File: src/tx_hdlc_pkg.sv
// Constants for the transmit HDLC message controller.
// Assumes a single 50 MHz clock domain and word-indexed register map.
package tx_hdlc_pkg;
   localparam logic [7:0] IDX_BLOCK_IRQ_EN = 8'h00;
   localparam logic [7:0] IDX_IRQ_CLR_MODE = 8'h05;
   localparam logic [7:0] IDX_LINK_STATUS  = 8'h06;
   localparam logic [7:0] IDX_LINK_IRQ_EN  = 8'h07;
   localparam logic [7:0] IDX_LINK_TX_CTL  = 8'h13;
   localparam logic [7:0] IDX_TX_BYTE_CNT  = 8'h14;
   localparam logic [7:0] IDX_BOS_BYTE_CNT = 8'h15;
   localparam int CTL_MSG_EN    = 0;
   localparam int CTL_FCS_INS   = 1;
   localparam int CTL_IDLE_INS  = 2;
   localparam int CTL_ABORT     = 3;
   localparam int CTL_MOS_ABORT = 6;
   localparam int STAT_SOT      = 6;
   localparam int STAT_EOT      = 4;
   localparam int BLOCK_IRQ_ENABLE_HDLC     = 3;
   localparam int ICR_RUR       = 0;
   localparam logic [7:0]  CTL_MASK     = 8'h4f;
   localparam logic [7:0]  STAT_MASK    = 8'h50;
   localparam logic [7:0]  REG_RESET    = 8'h00;
   localparam logic [7:0]  FLAG_OCTET   = 8'h7e;
   localparam logic [7:0]  ABORT_OCTET  = 8'hfe;
   localparam logic [7:0]  MARK_OCTET   = 8'hff;
   localparam logic [15:0] CRC_PRESET   = 16'hffff;
   localparam logic [15:0] CRC_POLY_REF = 16'h8408;
   localparam logic [2:0]  STUFF_RUN    = 3'h5;
   localparam logic [3:0]  OCTET_BITS   = 4'h8;
   typedef enum logic [2:0] {
      ST_IDLE  = 3'b000,
      ST_FRAME = 3'b001,
      ST_HOLD  = 3'b010,
      ST_FCS1  = 3'b011,
      ST_FCS2  = 3'b100,
      ST_ABORT = 3'b101,
      ST_BOS   = 3'b110
   } tx_state_t;
endpackage

File: src/tx_bit_shifter.sv
// Octet serialiser with zero insertion and running FCS.
// Assumes BIT_EN is a one-cycle pulse per data link bit slot.
`timescale 1ns/1ps
module tx_bit_shifter
   import tx_hdlc_pkg::*;
(
   input  wire logic       clk,
   input  wire logic       rst_n,
   input  wire logic       bit_en,
   input  wire logic       load,
   input  wire logic [7:0] load_byte,
   input  wire logic       load_stuff,
   input  wire logic       load_crc,
   input  wire logic       crc_init,
   output logic            empty,
   output logic            bit_out,
   output logic [15:0]     crc
);
   logic [7:0]  sh_r;
   logic [3:0]  left_r;
   logic [2:0]  ones_r;
   logic        stuff_r;
   logic        crc_on_r;
   logic [15:0] crc_r;
   logic        out_r;
   logic        stuff_now;

   assign stuff_now = stuff_r && (ones_r == STUFF_RUN);
   assign empty     = (left_r == 4'h0) && !stuff_now;
   assign bit_out   = out_r;
   assign crc       = crc_r;

   always_ff @(posedge clk) begin
      if (!rst_n) begin
         sh_r     <= 8'h00;
         left_r   <= 4'h0;
         ones_r   <= 3'h0;
         stuff_r  <= 1'b0;
         crc_on_r <= 1'b0;
         out_r    <= 1'b1;
      end else if (load) begin
         sh_r     <= load_byte;
         left_r   <= OCTET_BITS;
         stuff_r  <= load_stuff;
         crc_on_r <= load_crc;
         if (!load_stuff) begin
            ones_r <= 3'h0;
         end
      end else if (bit_en) begin
         if (stuff_now) begin
            out_r  <= 1'b0;
            ones_r <= 3'h0;
         end else if (left_r != 4'h0) begin
            out_r  <= sh_r[0];
            sh_r   <= {1'b0, sh_r[7:1]};
            left_r <= left_r - 4'h1;
            ones_r <= sh_r[0] ? ones_r + 3'h1 : 3'h0;
         end else begin
            out_r <= 1'b1;
         end
      end
   end

   // LSB-first CRC over protected bits only, stuffed zeros excluded
   always_ff @(posedge clk) begin
      if (!rst_n) begin
         crc_r <= CRC_PRESET;
      end else if (crc_init) begin
         crc_r <= CRC_PRESET;
      end else if (bit_en && !load && crc_on_r && !stuff_now && left_r != 4'h0) begin
         crc_r <= (crc_r >> 1) ^ ((crc_r[0] ^ sh_r[0]) ? CRC_POLY_REF : 16'h0000);
      end
   end
endmodule

File: src/tx_hdlc_message_control.sv
// Transmit HDLC message controller: register file, framing state machine and interrupt.
// Assumes an Avalon-MM master on CLK, a buffer read port that answers BUF_DATA
// combinationally for BUF_ADDR, and LINK_BIT_EN pulses from the framer on CLK.
//
// Local design decision: the Avalon-MM register port.
`timescale 1ns/1ps
module tx_hdlc_message_control
   import tx_hdlc_pkg::*;
(
   input  wire logic        CLK,
   input  wire logic        RST_N,
   input  wire logic [9:0]  ADDRESS,
   input  wire logic        READ,
   input  wire logic        WRITE,
   input  wire logic [31:0] WRITEDATA,
   output logic [31:0]      READDATA,
   output logic             WAITREQUEST,
   output logic             IRQ,
   input  wire logic        LINK_BIT_EN,
   output logic             LINK_BIT,
   output logic [6:0]       BUF_ADDR,
   input  wire logic [7:0]  BUF_DATA,
   output logic             MSG_MODE,
   output logic             TX_BUSY
);
   logic [7:0]  block_irq_enable_r;
   logic [7:0]  irq_clear_mode_control_r;
   logic [7:0]  link_status_r;
   logic [7:0]  link_irq_enable_r;
   logic [7:0]  link_tx_control_r;
   logic [6:0]  tx_link_byte_count_r;
   logic [6:0]  bos_byte_count_r;
   logic        ack_r;
   logic [31:0] rdata_r;
   logic        req;
   logic        wr_do;
   logic        rd_do;
   logic [7:0]  idx;
   logic [7:0]  wd;
   logic [7:0]  rd_mux;

   tx_state_t   st_r;
   tx_state_t   st_nxt;
   logic [6:0]  oct_r;
   logic [6:0]  oct_nxt;
   logic [6:0]  count_r;
   logic        start_pend_r;
   logic        irq_r;

   logic        sh_empty;
   logic        sh_load;
   logic [7:0]  sh_byte;
   logic        sh_stuff;
   logic        sh_crc;
   logic        crc_init;
   logic [15:0] crc;
   logic        abort_clr;
   logic        eot_set;
   logic        sot_set;
   logic        take_start;
   logic        bos_dec;
   logic        ctl_wr;
   logic [7:0]  idle_octet;

   logic        msg_en;
   logic        fcs_ins;
   logic        idle_ins;
   logic        abort_req;
   logic        mos_abort_off;

   assign msg_en        = link_tx_control_r[CTL_MSG_EN];
   assign fcs_ins       = link_tx_control_r[CTL_FCS_INS];
   assign idle_ins      = link_tx_control_r[CTL_IDLE_INS];
   assign abort_req     = link_tx_control_r[CTL_ABORT];
   assign mos_abort_off = link_tx_control_r[CTL_MOS_ABORT];

   // Bus slave: one wait state, effects at the cycle that answers
   assign req         = READ | WRITE;
   assign WAITREQUEST = req & ~ack_r;
   assign wr_do       = WRITE & ack_r;
   assign rd_do       = READ & ack_r;
   assign idx         = ADDRESS[9:2];
   assign wd          = WRITEDATA[7:0];
   assign READDATA    = rdata_r;

   always_ff @(posedge CLK) begin
      if (!RST_N) begin
         ack_r <= 1'b0;
      end else begin
         ack_r <= req & ~ack_r;
      end
   end

   always_comb begin
      unique case (idx)
         IDX_BLOCK_IRQ_EN: rd_mux = block_irq_enable_r;
         IDX_IRQ_CLR_MODE: rd_mux = irq_clear_mode_control_r;
         IDX_LINK_STATUS:  rd_mux = link_status_r;
         IDX_LINK_IRQ_EN:  rd_mux = link_irq_enable_r;
         IDX_LINK_TX_CTL:  rd_mux = link_tx_control_r;
         IDX_TX_BYTE_CNT:  rd_mux = {1'b0, tx_link_byte_count_r};
         IDX_BOS_BYTE_CNT: rd_mux = {1'b0, bos_byte_count_r};
         default:          rd_mux = 8'h00;
      endcase
   end

   always_ff @(posedge CLK) begin
      if (!RST_N) begin
         rdata_r <= 32'h00000000;
      end else if (READ && !ack_r) begin
         rdata_r <= {24'h000000, rd_mux};
      end
   end

   // Plain read/write registers
   always_ff @(posedge CLK) begin
      if (!RST_N) begin
         block_irq_enable_r       <= REG_RESET;
         irq_clear_mode_control_r <= REG_RESET;
         link_irq_enable_r        <= REG_RESET;
         tx_link_byte_count_r     <= 7'h00;
      end else if (wr_do) begin
         unique case (idx)
            IDX_BLOCK_IRQ_EN: block_irq_enable_r       <= wd;
            IDX_IRQ_CLR_MODE: irq_clear_mode_control_r <= wd;
            IDX_LINK_IRQ_EN:  link_irq_enable_r        <= wd;
            IDX_TX_BYTE_CNT:  tx_link_byte_count_r     <= wd[6:0];
            default:          ;
         endcase
      end
   end

   // Control register; abort bit is cleared by hardware once taken
   always_ff @(posedge CLK) begin
      if (!RST_N) begin
         link_tx_control_r <= REG_RESET;
      end else if (wr_do && idx == IDX_LINK_TX_CTL) begin
         link_tx_control_r <= wd & CTL_MASK;
      end else if (abort_clr) begin
         link_tx_control_r[CTL_ABORT] <= 1'b0;
      end
   end

   // Start request: writing the mode bit as one kicks off a message;
   // a write that also requests an abort is an abort only, so idle follows it
   assign ctl_wr     = wr_do && idx == IDX_LINK_TX_CTL;
   assign sot_set    = ctl_wr && wd[CTL_MSG_EN] && !wd[CTL_ABORT];
   assign idle_octet = idle_ins ? FLAG_OCTET : MARK_OCTET;

   always_ff @(posedge CLK) begin
      if (!RST_N) begin
         start_pend_r <= 1'b0;
      end else if (sot_set) begin
         start_pend_r <= 1'b1;
      end else if (take_start || (ctl_wr && !wd[CTL_MSG_EN])) begin
         // Leaving message mode drops a start not yet taken
         start_pend_r <= 1'b0;
      end
   end

   // Bit-oriented byte count, consumed one per bit-oriented octet
   always_ff @(posedge CLK) begin
      if (!RST_N) begin
         bos_byte_count_r <= 7'h00;
      end else if (wr_do && idx == IDX_BOS_BYTE_CNT) begin
         bos_byte_count_r <= wd[6:0];
      end else if (bos_dec) begin
         bos_byte_count_r <= bos_byte_count_r - 7'h01;
      end
   end

   // Status: events set, read clears when selected, write-one clears; set wins
   always_ff @(posedge CLK) begin
      if (!RST_N) begin
         link_status_r <= REG_RESET;
      end else begin
         link_status_r <= (link_status_r
                           & ~((rd_do && idx == IDX_LINK_STATUS && irq_clear_mode_control_r[ICR_RUR])
                               ? STAT_MASK : 8'h00)
                           & ~((wr_do && idx == IDX_LINK_STATUS) ? (wd & STAT_MASK) : 8'h00))
                          | {1'b0, sot_set, 1'b0, eot_set, 4'h0};
      end
   end

   // Level interrupt, one cycle behind status and enables
   always_ff @(posedge CLK) begin
      if (!RST_N) begin
         irq_r <= 1'b0;
      end else begin
         irq_r <= block_irq_enable_r[BLOCK_IRQ_ENABLE_HDLC]
                  & |(link_status_r & link_irq_enable_r & STAT_MASK);
      end
   end
   assign IRQ = irq_r;

   // Framing state machine; decisions are made at octet boundaries
   always_comb begin
      st_nxt     = st_r;
      oct_nxt    = oct_r;
      sh_load    = 1'b0;
      sh_byte    = FLAG_OCTET;
      sh_stuff   = 1'b0;
      sh_crc     = 1'b0;
      crc_init   = 1'b0;
      abort_clr  = 1'b0;
      eot_set    = 1'b0;
      take_start = 1'b0;
      bos_dec    = 1'b0;
      if (sh_empty) begin
         unique case (st_r)
            ST_IDLE: begin
               abort_clr = abort_req;
               if (!msg_en) begin
                  st_nxt = ST_BOS;
               end else if (start_pend_r) begin
                  sh_load    = 1'b1;
                  crc_init   = 1'b1;
                  take_start = 1'b1;
                  oct_nxt    = 7'h00;
                  st_nxt     = ST_FRAME;
               end else begin
                  sh_load = 1'b1;
                  sh_byte = idle_octet;
               end
            end
            ST_FRAME, ST_HOLD, ST_FCS1: begin
               // Abort and mode switch act only at an octet boundary; buffer pointer rewinds
               if (abort_req) begin
                  sh_load   = 1'b1;
                  sh_byte   = ABORT_OCTET;
                  abort_clr = 1'b1;
                  oct_nxt   = 7'h00;
                  st_nxt    = ST_ABORT;
               end else if (!msg_en) begin
                  oct_nxt = 7'h00;
                  if (mos_abort_off) begin
                     st_nxt = ST_BOS;
                  end else begin
                     sh_load = 1'b1;
                     sh_byte = ABORT_OCTET;
                     st_nxt  = ST_ABORT;
                  end
               end else if (st_r == ST_FCS1) begin
                  sh_load  = 1'b1;
                  sh_stuff = 1'b1;
                  sh_byte  = ~crc[15:8];
                  st_nxt   = ST_FCS2;
               end else if (st_r == ST_HOLD) begin
                  // Frame held open between blocks: flags fill the gap, CRC kept
                  if (start_pend_r) begin
                     take_start = 1'b1;
                     oct_nxt    = 7'h00;
                     st_nxt     = ST_FRAME;
                  end else begin
                     sh_load = 1'b1;
                  end
               end else if (oct_r < count_r) begin
                  sh_load  = 1'b1;
                  sh_byte  = BUF_DATA;
                  sh_stuff = 1'b1;
                  sh_crc   = 1'b1;
                  oct_nxt  = oct_r + 7'h01;
               end else begin
                  // Block end: FCS if enabled and closing flag, or hold the frame open
                  eot_set = 1'b1;
                  sh_load = 1'b1;
                  if (!idle_ins) begin
                     st_nxt = ST_HOLD;
                  end else if (fcs_ins) begin
                     sh_stuff = 1'b1;
                     sh_byte  = ~crc[7:0];
                     st_nxt   = ST_FCS1;
                  end else begin
                     st_nxt = ST_IDLE;
                  end
               end
            end
            ST_FCS2: begin
               sh_load = 1'b1;
               st_nxt  = ST_IDLE;
            end
            ST_ABORT: begin
               st_nxt = msg_en ? ST_IDLE : ST_BOS;
            end
            ST_BOS: begin
               // Bit-oriented content is all-ones octets here
               abort_clr = abort_req;
               if (msg_en && bos_byte_count_r == 7'h00) begin
                  st_nxt = ST_IDLE;
               end else begin
                  sh_load = 1'b1;
                  sh_byte = MARK_OCTET;
                  bos_dec = bos_byte_count_r != 7'h00;
               end
            end
            default: begin
               st_nxt = ST_IDLE;
            end
         endcase
      end
   end

   always_ff @(posedge CLK) begin
      if (!RST_N) begin
         st_r  <= ST_IDLE;
         oct_r <= 7'h00;
      end else begin
         st_r  <= st_nxt;
         oct_r <= oct_nxt;
      end
   end

   // Byte count is latched when a block starts
   always_ff @(posedge CLK) begin
      if (!RST_N) begin
         count_r <= 7'h00;
      end else if (take_start) begin
         count_r <= tx_link_byte_count_r;
      end
   end

   assign BUF_ADDR = oct_r;
   assign MSG_MODE = msg_en;
   assign TX_BUSY  = st_r != ST_IDLE && st_r != ST_BOS;

   tx_bit_shifter u_shifter (
      .clk       (CLK),
      .rst_n     (RST_N),
      .bit_en    (LINK_BIT_EN),
      .load      (sh_load),
      .load_byte (sh_byte),
      .load_stuff(sh_stuff),
      .load_crc  (sh_crc),
      .crc_init  (crc_init),
      .empty     (sh_empty),
      .bit_out   (LINK_BIT),
      .crc       (crc)
   );
endmodule

File: config.mk
export PLATFORM = sky130hd
export DESIGN_NAME = tx_hdlc_message_control
export DESIGN_NICKNAME = d
export VERILOG_FILES = /design/src/tx_hdlc_pkg.sv /design/src/tx_bit_shifter.sv /design/src/tx_hdlc_message_control.sv
export SDC_FILE = /design/constraint.sdc
export NUM_CORES = 1
export LEC_CHECK = 0
export BUFFER_PORTS_ARGS = -buffer_cell sky130_fd_sc_hd__buf_2
export CAP_MARGIN = 20
export CORE_MARGIN = 10
export CORE_UTILIZATION = 57
export DETAILED_ROUTE_END_ITERATION = 10
export PLACE_DENSITY_LB_ADDON = 0.1
export SLEW_MARGIN = 30
export SYNTH_ARGS = -nofsm -noshare
export SYNTH_HDL_FRONTEND = slang
export SYNTH_SLANG_ARGS = --single-unit
File: constraint.sdc
create_clock -name CLK -period 3.3 [get_ports CLK]
set_clock_uncertainty 0.15 [all_clocks]
set_input_delay 0.165 -clock CLK [delete_from_list [all_inputs] [get_ports CLK]]
set_output_delay 0.165 -clock CLK [all_outputs]
set_load 0.02 [all_outputs]
Word-level counts from Yosys, hierarchy flattened
Cells that the tools add are included.
{"block": "totals", "ff_bits": 113, "in_bits": 55}
{"block": "classes", "addsub": 4, "order_cmp": 1, "n_eq_ne": 21, "n_mux": 110, "n_bitwise": 19, "reduce_logical": 52}
{"cell": "$mux W8", "n": 17}
{"cell": "$mux W7", "n": 11}
{"cell": "$pmux W8 S7", "n": 1}
{"cell": "$mux W1", "n": 52}
{"cell": "$mux W3", "n": 15}
{"cell": "$eq A8 B3 Y1 const B", "n": 3}
{"cell": "$eq A8 B5 Y1 const B", "n": 3}
{"cell": "$pmux W8 S3", "n": 1}
{"cell": "$logic_and A1 B1 Y1", "n": 17}
{"cell": "$and A8 B8 Y8", "n": 2}
{"cell": "$mux W16", "n": 1}
{"cell": "$mux W4", "n": 4}
{"cell": "$not A7 Y8", "n": 2}
{"cell": "$not A8 Y8", "n": 2}
{"cell": "$xor A15 B16 Y16", "n": 1}
{"cell": "$pmux W7 S2", "n": 1}
{"cell": "$eq A3 B3 Y1 const B", "n": 4}
{"cell": "$pmux W3 S4", "n": 1}
{"cell": "$reduce_and A3 Y1", "n": 4}
{"cell": "$reduce_bool A2 Y1", "n": 6}
{"cell": "$reduce_and A2 Y1", "n": 5}
{"cell": "$logic_not A8 Y1", "n": 1}
{"cell": "$or A8 B7 Y8", "n": 1}
{"cell": "$reduce_or A2 Y1", "n": 4}
{"cell": "31 further kinds", "n": 48}

Depth between registers and ports, before layout
{"block": "logic_depth", "depth_word": 12, "ltp_mapped": 10, "ltp_nobuf": 8}

Hierarchy
A second synthesis with hierarchy kept.
{"block": "unflattened", "cells_unflattened": 723, "hier_area_um2": 6009.5}
{"module": "tx_hdlc_message_control", "instances": 1, "cells_per_inst": 563, "area_each_um2": 4549.4, "seq_area_each_um2": 1461.4}
{"module": "tx_bit_shifter", "instances": 1, "cells_per_inst": 160, "area_each_um2": 1460.2, "seq_area_each_um2": 680.7}

Worst setup path after synthesis
Ideal clock, no wire load.
{"block": "synth_path", "kind": "register -> register", "startpoint": "register oct_r[2], in the netlist BUF_ADDR[2]", "endpoint": "register oct_r[0], in the netlist BUF_ADDR[0]", "setup_ps": 117, "t_arrival_ps": 2268, "path_slack_ps": 765, "stages_incl_launch_ff": 9, "path_cell_list": "dfxtp_1 ha_1 a21o_1 a31oi_4 o221ai_4 a2111oi_4 buf_6 o21ai_2 a32o_1"}
{"block": "synth_between", "elab_chain_len": 3}
{"item": "from (decl)", "line": "tx_hdlc_message_control.sv:44", "rtl": "logic [6:0] oct_r;"}
{"item": "from (signal assigned)", "line": "tx_hdlc_message_control.sv:309", "rtl": "oct_r <= oct_nxt;"}
{"item": "$lt A7 B7 Y1", "line": "tx_hdlc_message_control.sv:257", "rtl": "end else if (oct_r < count_r) begin"}
{"item": "$ne A5 B5 Y1 (no source line)"}
{"item": "$reduce_and A5 Y1 (no source line)"}
Every way passes these cells.
A chain may end at the register's enable or synchronous reset.

Final worst setup path
Ends and elaborated chain as after synthesis.

==> reports/qor.txt <==
antenna diode instance count: 0
Remaining DRCs: 0
Rows: 36
nature of the critical path startpoint: flop
CTS Buf Count: 9
largest net degree at the start of global routing: 46
Reg power frac: 44.0%
Die Wd: 121 µm
Routed Antenna Nets: 0
Post-synth top flop: dfxtp_1
unrepaired setup endpoints after global routing: no
H-tree depth: 3
Final #Nets: 780
number of synthesized register bits: 107
pwr dens: 531 nW/µm²
area share of the largest cell type after synthesis: 37.1%
Hold Path Class: in2reg
hold path startpoint: WRITE
CP endpoint kind: flop
EDFF count, synth: 0
min Tclk post-route: 2.89 ns
FF-to-FF setup slack: 0.41 ns
Worst path slowest cell: a2111oi_4
Global Route Usage Sum: 20.1%
async set-reset flop share out of synthesis: 0%
Wirelength per Cell: 17.5 µm
final instance area: 6240 µm²
via count: 5128
NetSw: 1260 µW
Slew headroom: 46.1%
crit-path cells: ha_1 -> a21o_1 -> a31oi_4 -> o221ai_4 -> a2111oi_4 -> o21ai_2 -> a32o_1
share of cells above drive strength 1: 13.2%
FF-to-FF path depth: 7
Max stage delay on crit path: 0.80 ns
setup_tns: 0 ns
CTS resizes: 0
CTS root buffer: clkbuf_8
input/output buffers: 48
post-synthesis compound-gate area fraction: 19.6%
maximum VDD drop: 0.000447 V
worst hold endpoint: bos_byte_count_r[1]
Finished Layout Cells: 851
Max Cap Violations: 0
status: finished, final reports clean
placed cells: 825
area of the multi-input gates: 3260 µm²
CP required: 3.44 ns
proportion of synthesized area in mux cells: 8.36%
commonest non-fill, non-tap cells in the layout: 107 x dfxtp_1, 83 x nand2_1, 66 x nor2_1
CTS clk-pin slew, worst paths: 0.10 ns
simple-gate share of the synthesized area: 22.8%
hold buffer count at cts: 10
Post-DP HPWL: 10900 µm
cell taking the most area after synthesis: dfxtp_1
Die Y: 121 µm
Pre-antenna DRT Iters: 7
Hold Path Stages: 3
Critical Path Fanout Max: 13
I/O pin count: 99
Cell Area, Synth: 5780 µm²
cell area after placement: 5950 µm²
first-pass GRT wire length: 24400 µm
Congestion Overflow GR: 0
critical path type: reg2reg
core area: 9820 µm²
Layout fillers: 923
Distinct cells, synth: 75
switch share: 38.1%
LEAKAGE: 0.00267 µW
Clock power frac: 24.0%
Synth area leaders: dfxtp_1 37%, mux2i_1 8.0%, nand2_1 5.4%
internal power: 2050 µW
power share of the combinational group: 32.0%
max-slew violations: 0
total wire length: 14900 µm
Layout area overhead: 8.01%
Reg area: 2140 µm²
CTS tree: yes
RR Startpoint: BUF_ADDR[2]
Synth Instances: 678
ratio of final minimum period to clock period: 87.5%
die area: 14600 µm²
DRT iter0 DRCs: 478
gpl congestion: 0.925
yosys warns: 0
post-CTS setup buffer count: 0
DR vias/cell: 6.03
TritonCTS Sinks: 107
Final setup violation count: 0
antenna violations before repair: 0
Worst-Skew Late Latency: 0.39 ns
Clock Tree Buf Depth: 2
syn avg cell area: 8.52 µm²
XOR/XNOR Fraction of Synth Area: 1.52%
initial core utilization: 58.8%
r2r endpoint: BUF_ADDR[0]
vias in the first global route: 4861
Seq/Total Area, Yosys: 37.1%
Adder-Cell Fraction of Synth Area: 2.60%
largest family of logic cells by synthesized area: simple AND/OR/NAND/NOR gates
count of final hold-check violations: 0
most common cell after layout, fill and taps aside: dfxtp_1
worst slew pin tran: 0.808 ns
Worst EP arrival: 3.02 ns
FMAX: 0.346 GHz
worst max-delay path by stage:
stage,from,end,slack [ns],depth (start not counted)
final,BUF_ADDR[2],BUF_ADDR[0],0.41,7
after global routing,BUF_ADDR[2],BUF_ADDR[5],0.30,7
after CTS,BUF_ADDR[2],BUF_ADDR[0],0.43,7
after detailed placement,BUF_ADDR[2],BUF_ADDR[1],0.45,7
after global placement,BUF_ADDR[2],BUF_ADDR[0],0.58,7
after floorplan,BUF_ADDR[2],BUF_ADDR[0],0.76,8
per-stage QoR:
stage	power (µW)	setup slack, ns	hold slack, ns	utilization, %
floorplan	2310	0.765	0.159	-
global placement	2480	0.584	0.282	60.6
detailed placement	2520	0.455	0.290	60.6
CTS	3320	0.428	0.00426	63.6
global route	3510	0.299	0.0221	63.6
finish	3320	0.413	0.0156	63.6
critical path, delay by kind of cell (launching register included):
family / cells / cell delay (ns)
AOI/OAI and AO/OA: 6 / 1.89
adders and majority gates: 1 / 0.30
DFF: 1 / 0.44
area by class of cell:
cell class | instances | area share, %
Multi-Input combinational cell | 508 | 52.2
Sequential cell | 107 | 34.3
Timing Repair Buffer | 66 | 6.42
Tap cell | 133 | 2.67
Clock buffer | 10 | 2.21
Inverter | 21 | 1.26
Clock inverter | 6 | 0.882
cell usage after synthesis (8+ instances only):
library cell,instances
o21ai_0,17
buf_2,12
dfxtp_1,107
a31oi_1,9
nand4_1,8
and3_1,11
a22oi_1,12
nor2_1,66
nor3_1,10
buf_4,29
ha_1,12
a21oi_1,29
nor2b_1,18
clkbuf_1,22
a221oi_1,10
mux2i_1,46
nand3_1,29
nand2_1,83
o21a_1,9
inv_1,20
kinds of logic after synthesis:
group / after synthesis
muxes: 48
xor gates and xnor gates: 10
and+or+nand+nor: 265
buffers and inverters: 86
AOI/OAI and AO/OA: 149
other: 1
DFF: 107
adders and majority gates: 12
registers in the layout, indices dropped and copies added, names as in the netlist, 4 cells and up:
signal	cells
u_shifter.sh_r	8
link_tx_control_r	5
irq_clear_mode_control_r	8
block_irq_enable_r	8
count_r	7
link_irq_enable_r	8
bos_byte_count_r	7
BUF_ADDR	7
READDATA	8
u_shifter.left_r	4
tx_link_byte_count_r	7
u_shifter.crc	16
power groups by stage:
| stage | Combinational, µW | Clock (µW) | Sequential [µW] |
|---|---|---|---|
| floorplan | 859 | 0 | 1450 |
| global placement | 1000 | 0 | 1480 |
| detailed placement | 1030 | 0 | 1490 |
| CTS | 1050 | 819 | 1460 |
| global route | 1170 | 860 | 1470 |
| finish | 1060 | 797 | 1460 |
routing by layer:
layer  track usage, %  vias to the layer above  part of all wire, %
met5                0                        -                    0
met4             6.26                        0                  1.7
met3             4.75                       22                  7.5
met2             31.1                      193                   45
met1             27.2                     2466                   46
li1                 -                     2447                    -
(Power assumes the default switching activity.)
